File: src/rtl/nvbc_defines.svh
// constants of the byte-wide nonvolatile store controller
`ifndef NVBC_DEFINES_SVH
`define NVBC_DEFINES_SVH
// io-space register selects
`define NVBC_SEL_INDEX   2'h0
`define NVBC_SEL_VALUE   2'h1
`define NVBC_SEL_CONTROL 2'h2
// control register field positions
`define NVBC_ACT_HI      5
`define NVBC_ACT_LO      4
`define NVBC_RDY_IE      3
`define NVBC_ARM         2
`define NVBC_TRIG        1
`define NVBC_RSTB        0
// action select encodings and reset value
`define NVBC_ACT_RESET   2'h0
`define NVBC_ACT_ERWR    2'h0
`define NVBC_ACT_ERASE   2'h1
`define NVBC_ACT_WRITE   2'h2
// timing and erased byte value
`define NVBC_ARM_CYCLES  3'h4
`define NVBC_PROG_STALL  3'h2
`define NVBC_READ_STALL  3'h4
`define NVBC_ERWR_US     3400
`define NVBC_SPLIT_US    1800
`define NVBC_OSC_KHZ     8000
`define NVBC_ERASED_BYTE 8'hFF
`endif

File: src/rtl/nvbc_pkg.sv
// types of the byte-wide nonvolatile store controller
package nvbc_pkg;
  typedef enum logic [1:0] {
    NVBC_IDLE = 2'b01,
    NVBC_PROG = 2'b10
  } nvbc_state_t;

  typedef struct packed {
    logic       wr;
    logic       rd;
    logic [1:0] sel;
    logic [7:0] wdata;
  } nvbc_io_t;

  typedef struct packed {
    nvbc_state_t st;
    logic [6:0]  index;
    logic [7:0]  value;
    logic [1:0]  act;
    logic        rdy_ie;
    logic        arm;
    logic [2:0]  arm_cnt;
    logic        trig;
    logic [22:0] prog_cnt;
    logic [2:0]  stall_cnt;
    logic [7:0]  rdata;
  } nvbc_regs_t;
endpackage

File: src/rtl/nvbc_ctrl.sv
// io-register controller for a 128-byte byte-wide nonvolatile data store
`timescale 1ns/1ps
`include "nvbc_defines.svh"

// Contract
// - store holds 128 bytes addressed linearly by a 7-bit index
// - index register bit 7 reads zero; bits 6..0 are the index
// - value register supplies write data and receives read data
// - control bits 7 and 6 read as zero
// - action field: 00 erase+write 3.4 ms, 01 erase 1.8 ms, 10 write 1.8 ms
// - action field writes ignored while trigger is set
// - reset returns action field to 00 unless programming; a control write in the same cycle loads the written action instead
// - ready interrupt needs its enable and the global enable
// - ready interrupt is a level while the store is ready
// - arm bit self-clears four cycles after software sets it
// - trigger starts programming only within four cycles of arming
// - trigger stays set as busy until programming time elapses
// - cpu stalled two cycles after trigger set
// - read strobe loads value at once and stalls cpu four cycles
// - busy refuses read strobes and index changes
// - write-only to an unerased byte leaves undefined contents
// - reset does not abort programming in progress
module nvbc_ctrl (
  input  wire logic           mclk,       // cpu clock, 50 MHz
  input  wire logic           srst,       // synchronous reset, active high
  input  wire nvbc_pkg::nvbc_io_t io,     // io-space access from the cpu
  input  wire logic           osc_tick,   // one pulse per calibrated oscillator cycle
  input  wire logic           global_ie,  // global interrupt enable of the cpu flags
  output logic [7:0]          rdata,      // registered read data
  output logic                cpu_stall,  // holds the cpu before its next instruction
  output logic                ready_irq,  // level ready interrupt request
  output logic                busy        // programming in progress
);
  // ----------------------------------------------------------------
  // timing counts in oscillator ticks
  // ----------------------------------------------------------------
  localparam logic [22:0] ERWR_TICKS  =
    23'((`NVBC_ERWR_US * `NVBC_OSC_KHZ) / 1000);
  localparam logic [22:0] SPLIT_TICKS =
    23'((`NVBC_SPLIT_US * `NVBC_OSC_KHZ) / 1000);

  nvbc_pkg::nvbc_regs_t s_q;
  nvbc_pkg::nvbc_regs_t s_d;
  logic [7:0]           mem [0:127];
  logic [7:0]           mem_rd;
  logic                 mem_we;
  logic [7:0]           mem_wd;
  logic                 wr_ctl;
  logic                 done;

  assign mem_rd = mem[s_q.index];
  assign wr_ctl = io.wr && io.sel == `NVBC_SEL_CONTROL;
  assign done   = s_q.st == nvbc_pkg::NVBC_PROG && osc_tick && s_q.prog_cnt == 23'h1;

  // ----------------------------------------------------------------
  // next state
  // ----------------------------------------------------------------
  always_comb
  begin
    s_d    = s_q;
    mem_we = 1'b0;
    mem_wd = mem_rd;
    if (s_q.stall_cnt != 3'h0)
      s_d.stall_cnt = s_q.stall_cnt - 3'h1;
    if (s_q.arm)
    begin
      s_d.arm_cnt = s_q.arm_cnt - 3'h1;
      if (s_q.arm_cnt == 3'h1)
        s_d.arm = 1'b0;
    end
    case (s_q.st)
      nvbc_pkg::NVBC_IDLE:
      begin
        if (io.wr && io.sel == `NVBC_SEL_INDEX)
          s_d.index = io.wdata[6:0];
        if (io.wr && io.sel == `NVBC_SEL_VALUE)
          s_d.value = io.wdata;
        if (wr_ctl)
        begin
          s_d.act    = io.wdata[`NVBC_ACT_HI:`NVBC_ACT_LO];
          s_d.rdy_ie = io.wdata[`NVBC_RDY_IE];
          if (io.wdata[`NVBC_ARM])
          begin
            s_d.arm     = 1'b1;
            s_d.arm_cnt = `NVBC_ARM_CYCLES;
          end
          // trigger counts only while a live arm is pending
          if (io.wdata[`NVBC_TRIG] && s_q.arm
              && io.wdata[`NVBC_ACT_HI:`NVBC_ACT_LO] != 2'h3)
          begin
            s_d.trig      = 1'b1;
            s_d.arm       = 1'b0;
            s_d.st        = nvbc_pkg::NVBC_PROG;
            s_d.stall_cnt = `NVBC_PROG_STALL;
            s_d.prog_cnt  = (io.wdata[`NVBC_ACT_HI:`NVBC_ACT_LO] == `NVBC_ACT_ERWR)
                            ? ERWR_TICKS : SPLIT_TICKS;
          end
          else if (io.wdata[`NVBC_RSTB])
          begin
            s_d.value     = mem_rd;
            s_d.stall_cnt = `NVBC_READ_STALL;
          end
        end
        else if (srst)
          s_d.act = `NVBC_ACT_RESET;
      end
      nvbc_pkg::NVBC_PROG:
      begin
        // index, action and read strobe all frozen here
        if (io.wr && io.sel == `NVBC_SEL_VALUE)
          s_d.value = io.wdata;
        if (wr_ctl)
          s_d.rdy_ie = io.wdata[`NVBC_RDY_IE];
        if (osc_tick)
          s_d.prog_cnt = s_q.prog_cnt - 23'h1;
        if (done)
        begin
          s_d.trig = 1'b0;
          s_d.st   = nvbc_pkg::NVBC_IDLE;
          mem_we   = 1'b1;
          case (s_q.act)
            `NVBC_ACT_ERASE: mem_wd = `NVBC_ERASED_BYTE;
            // wired-and models the unerased write loss
            `NVBC_ACT_WRITE: mem_wd = mem_rd & s_q.value;
            default:         mem_wd = s_q.value;
          endcase
        end
      end
      default: s_d.st = nvbc_pkg::NVBC_IDLE;
    endcase
    // reset clears enable, arm, stall and read data, not index, value or an operation in flight
    if (srst)
    begin
      s_d.rdy_ie    = 1'b0;
      s_d.arm       = 1'b0;
      s_d.arm_cnt   = 3'h0;
      s_d.stall_cnt = 3'h0;
      s_d.rdata     = 8'h00;
    end
    else
    begin
      s_d.rdata = 8'h00;
      if (io.rd)
        case (io.sel)
          `NVBC_SEL_INDEX:   s_d.rdata = {1'b0, s_q.index};
          `NVBC_SEL_VALUE:   s_d.rdata = s_q.value;
          `NVBC_SEL_CONTROL: s_d.rdata = {2'b00, s_q.act, s_q.rdy_ie,
                                          s_q.arm, s_q.trig, 1'b0};
          default:           s_d.rdata = 8'h00;
        endcase
    end
  end

  // ----------------------------------------------------------------
  // state register and storage array
  // ----------------------------------------------------------------
  // starts low so a reset at the very first clock edge clears every field; later resets
  // leave an operation in flight alone
  logic boot_q = 1'b0;
  always_ff @(posedge mclk)
  begin
    boot_q <= 1'b1;
    if (srst && !boot_q)
    begin
      s_q       <= '0;
      s_q.st    <= nvbc_pkg::NVBC_IDLE;
    end
    else
      s_q <= s_d;
    if (mem_we)
      mem[s_q.index] <= mem_wd;
  end

  assign rdata     = s_q.rdata;
  assign cpu_stall = s_q.stall_cnt != 3'h0;
  assign busy      = s_q.trig;
  assign ready_irq = s_q.rdy_ie && global_ie && !s_q.trig;
endmodule

File: config.mk
export PLATFORM = sky130hd
export DESIGN_NAME = nvbc_ctrl
export DESIGN_NICKNAME = d
export VERILOG_FILES = /design/src/rtl/nvbc_pkg.sv /design/src/rtl/nvbc_ctrl.sv
export VERILOG_INCLUDE_DIRS = /design/src /design/src/rtl
export SDC_FILE = /design/constraint.sdc
export NUM_CORES = 1
export LEC_CHECK = 0
export BUFFER_PORTS_ARGS = -buffer_cell sky130_fd_sc_hd__buf_2
export CAP_MARGIN = 10
export CORE_AREA = 4 4 289 291
export CTS_BUF_LIST = sky130_fd_sc_hd__clkbuf_4
export DETAILED_ROUTE_END_ITERATION = 6
export DIE_AREA = 0 0 293 295
export GPL_TIMING_DRIVEN = 0
export PLACE_DENSITY = 0.81
export REMOVE_ABC_BUFFERS = 1
export SYNTH_ARGS = -nofsm -noshare
export SYNTH_HDL_FRONTEND = slang
export SYNTH_SLANG_ARGS = --single-unit
File: constraint.sdc
create_clock -name mclk -period 7.23 [get_ports mclk]
set_clock_uncertainty 0.15 [all_clocks]
set_input_delay 0.723 -clock mclk [delete_from_list [all_inputs] [get_ports mclk]]
set_output_delay 0.723 -clock mclk [all_outputs]
set_load 0.02 [all_outputs]
==> impl_results.md <==
- Share of the synthesized area in the top cell type: 0.723
- Worst-skew pair later-pin latency: 1.13 ns
- Max cap viols: 0
- Post-cts resize count: 0
- Max Slew Vio Count: 0
- Global route overflow: 0
- CTS Sinks: 1,090
- Final Non-Filler Cells: 3,792
- Final Power: 15.1 mW
- Core footprint: 80,500 um^2
- Layout cells sized above 1: 0.293
- Cell Rows: 104
- Remaining antenna violation count: 0
- Crit-path max FO: 44
- Leading area contributor after synthesis: edfxtp_1
- Nature of the critical path endpoint: flip-flop
- Slew margin rel.: 0.283
- I/O Buffers: 26
- Worst Path Arrival: 6.23 ns
- Postcts setup bufs: 0
- Area growth syn-to-layout: 12.2%
- Nets: 2,590
- Initial antenna violation count: 2
- WL final: 100,000 um
- Drt via density: 6.33
- Flop2flop setup slack: 1.67 ns
- Register area share after synthesis: 0.733
- WL/cell: 26.4 um
- Final period util: 0.769
- RePlAce Congestion: 0.899
- Yosys cell types: 69
- Synth Cell Area: 44,300 um^2
- Largest cells by area after synthesis: edfxtp_1 72%, mux4_2 14%, mux2i_1 2.1%
- Chip width: 293 um
- Fin crit period: 5.56 ns
- Dominant synthesized flop cell: edfxtp_1
- Die height: 295 um
- Synth Instances: 2,316
- DRT Pass-1 Iters: 6
- Final Hold Fails: 0
- HP Class: primary input to flip-flop
- Root Driver: clkbuf_4
- Worst EP required: 7.90 ns
- FF+latch count, synth: 1,090
- Syn_area_per_cell: 19.1 um^2
- Outcome: complete, no violations
- CTS tree: yes
- Die area: 86,400 um^2
- Clock buffer depth: 4
- PD cells: 303 nW/um^2
- Leakage: 16.2 nW
- Initial Utilization: 0.550
- DRC: 0
- Clock transition at the registers of the reported paths: 0.08 ns
- VDD IR max: 0.178 mV
- Worst Tran Pin Value: 1.08 ns
- I/O pin count: 27
- Max Freq: 180 MHz
- Total number of vias: 24,000
- Overall routing resource usage: 0.234
- CTS Buf Count: 284
- Critical Path Start Type: flip-flop
- H-tree Lvls: 5
- Largest net degree at the start of global routing: 63
- Ys Warns: 0
- Final setup violating endpoints: 0
- Vias in the first global route: 24,800
- Top post-synthesis cells by count: 1,067 x edfxtp_1, 268 x mux4_2, 196 x nor2_1, 129 x nand2_1, 91 x mux2i_1
- Initial drt markers: 2,937
- First-pass GRT wire length: 151,000 um
- HPWL after DPL: 63,900 um
- Number of flops mapped to enable cells by yosys: 1,067
- RSZ-0062 raised after global routing: false
- Fillers: 5,311
- Most common cell in the netlist: edfxtp_1
- Async SR Flop Fraction: 0
- WS Path Type: flip-flop to flip-flop
- Placed cells: 3,321
-- final cells by class --
type	count	area (um^2)	area share
antenna	6	15.0	0.000302
clock buffer	381	2860	0.0575
clock inverter	67	423	0.00851
inverter	20	76.3	0.00154
multi-input combinational	1074	11100	0.223
sequential	1090	32500	0.654
tap	1060	1330	0.0267
timing repair buffer	94	1400	0.0281
-- sequential cells by signal, summed over array words and instances (netlist names), named ones only --
register	count
s_q	50
mem	1024
rdata	8
busy	1
-- logic make-up after synthesis --
kind of cell               synth area share
and+or+nand+nor                      0.0485
xor gates and xnor gates            0.00395
adders and majority gates           0.00282
DFF                                   0.733
buffers and inverters                0.0191
muxes                                 0.161
AOI/OAI and AO/OA                    0.0314
-- timing repair --
item                                   CTS  global route
endpoints found under the hold margin   48             0
hold buffers                            16             0
setup endpoints to repair                0             0
-- critical path, stage by stage (launching register included) --
cell	delay [ns]
dfxtp_4	0.89
buf_16	0.36
buf_16	0.34
mux4_2	0.56
mux4_2	0.53
a2bb2oi_1	0.21
a211oi_2	0.67
nor2_1	0.13
nor3_2	0.27
o221ai_4	0.45
buf_12	0.36
buf_16	0.18
-- power by group --
part / leakage (nW) / internal (mW) / switching [mW]
Sequential: 9.84 / 7.68 / 0.174
Combinational: 4.38 / 0.805 / 1.45
Clock: 1.96 / 2.64 / 2.34
Total: 16.2 / 11.1 / 3.97
-- layout by cell type (no fill, tap or decap), drive strengths merged, types with 5 or more instances in the layout --
| cell type | n |
|---|---|
| nand2b | 10 |
| o211ai | 5 |
| nor2b | 17 |
| a22oi | 16 |
| bufinv | 6 |
| dlygate4sd3 | 16 |
| o221ai | 13 |
| nand3b | 8 |
| o22ai | 30 |
| a221oi | 6 |
| o21ai | 32 |
| xnor2 | 8 |
| and2 | 19 |
| nand2 | 129 |
| ha | 10 |
| nand3 | 24 |
| clkbuf | 381 |
| nor2 | 196 |
| or3 | 6 |
| edfxtp | 1067 |
| mux2 | 16 |
| a21oi | 33 |
| a22o | 6 |
| mux2i | 91 |
| nor4 | 8 |
| dfxtp | 23 |
| diode | 6 |
| a211o | 6 |
| nor3 | 26 |
| and3 | 16 |
| inv | 21 |
| buf | 78 |
| clkinv | 59 |
| a211oi | 25 |
| a2bb2oi | 6 |
| mux4 | 268 |
| xor2 | 12 |
-- layer usage --
layer	part of all wire	vias to the layer above	global-route usage
li1	-	10100	-
met1	0.37	12100	0.311
met2	0.49	1506	0.365
met3	0.11	263	0.0735
met4	0.034	0	0.0997
met5	0	-	0
-- worst paths after layout --
path         startpoint         end  depth (start not counted)
min            osc_tick     s_q[28]                          3
max reg2reg   flip-flop  mem[18][2]                         11
max           flip-flop  mem[18][2]                         11
min reg2reg     s_q[36]     s_q[36]                          2
-- per-stage QoR --
step / setup WS, ns / instance area (um^2) / utilization / hold WS [ns] / setup TNS (ns)
after global placement: -18.34 / 45000 / 0.559 / 0.324 / -
after floorplan: -9.52 / 43500 / - / 0.307 / -9515.08
after CTS: 1.66 / 49700 / 0.617 / 0.0339 / 0
final: 1.67 / 49700 / 0.617 / 0.109 / 0
after detailed placement: 1.71 / 46200 / 0.574 / 0.329 / 0
after global routing: 1.40 / 49700 / 0.617 / 0.0685 / 0
Note: power is estimated with default switching activity, not from simulation.
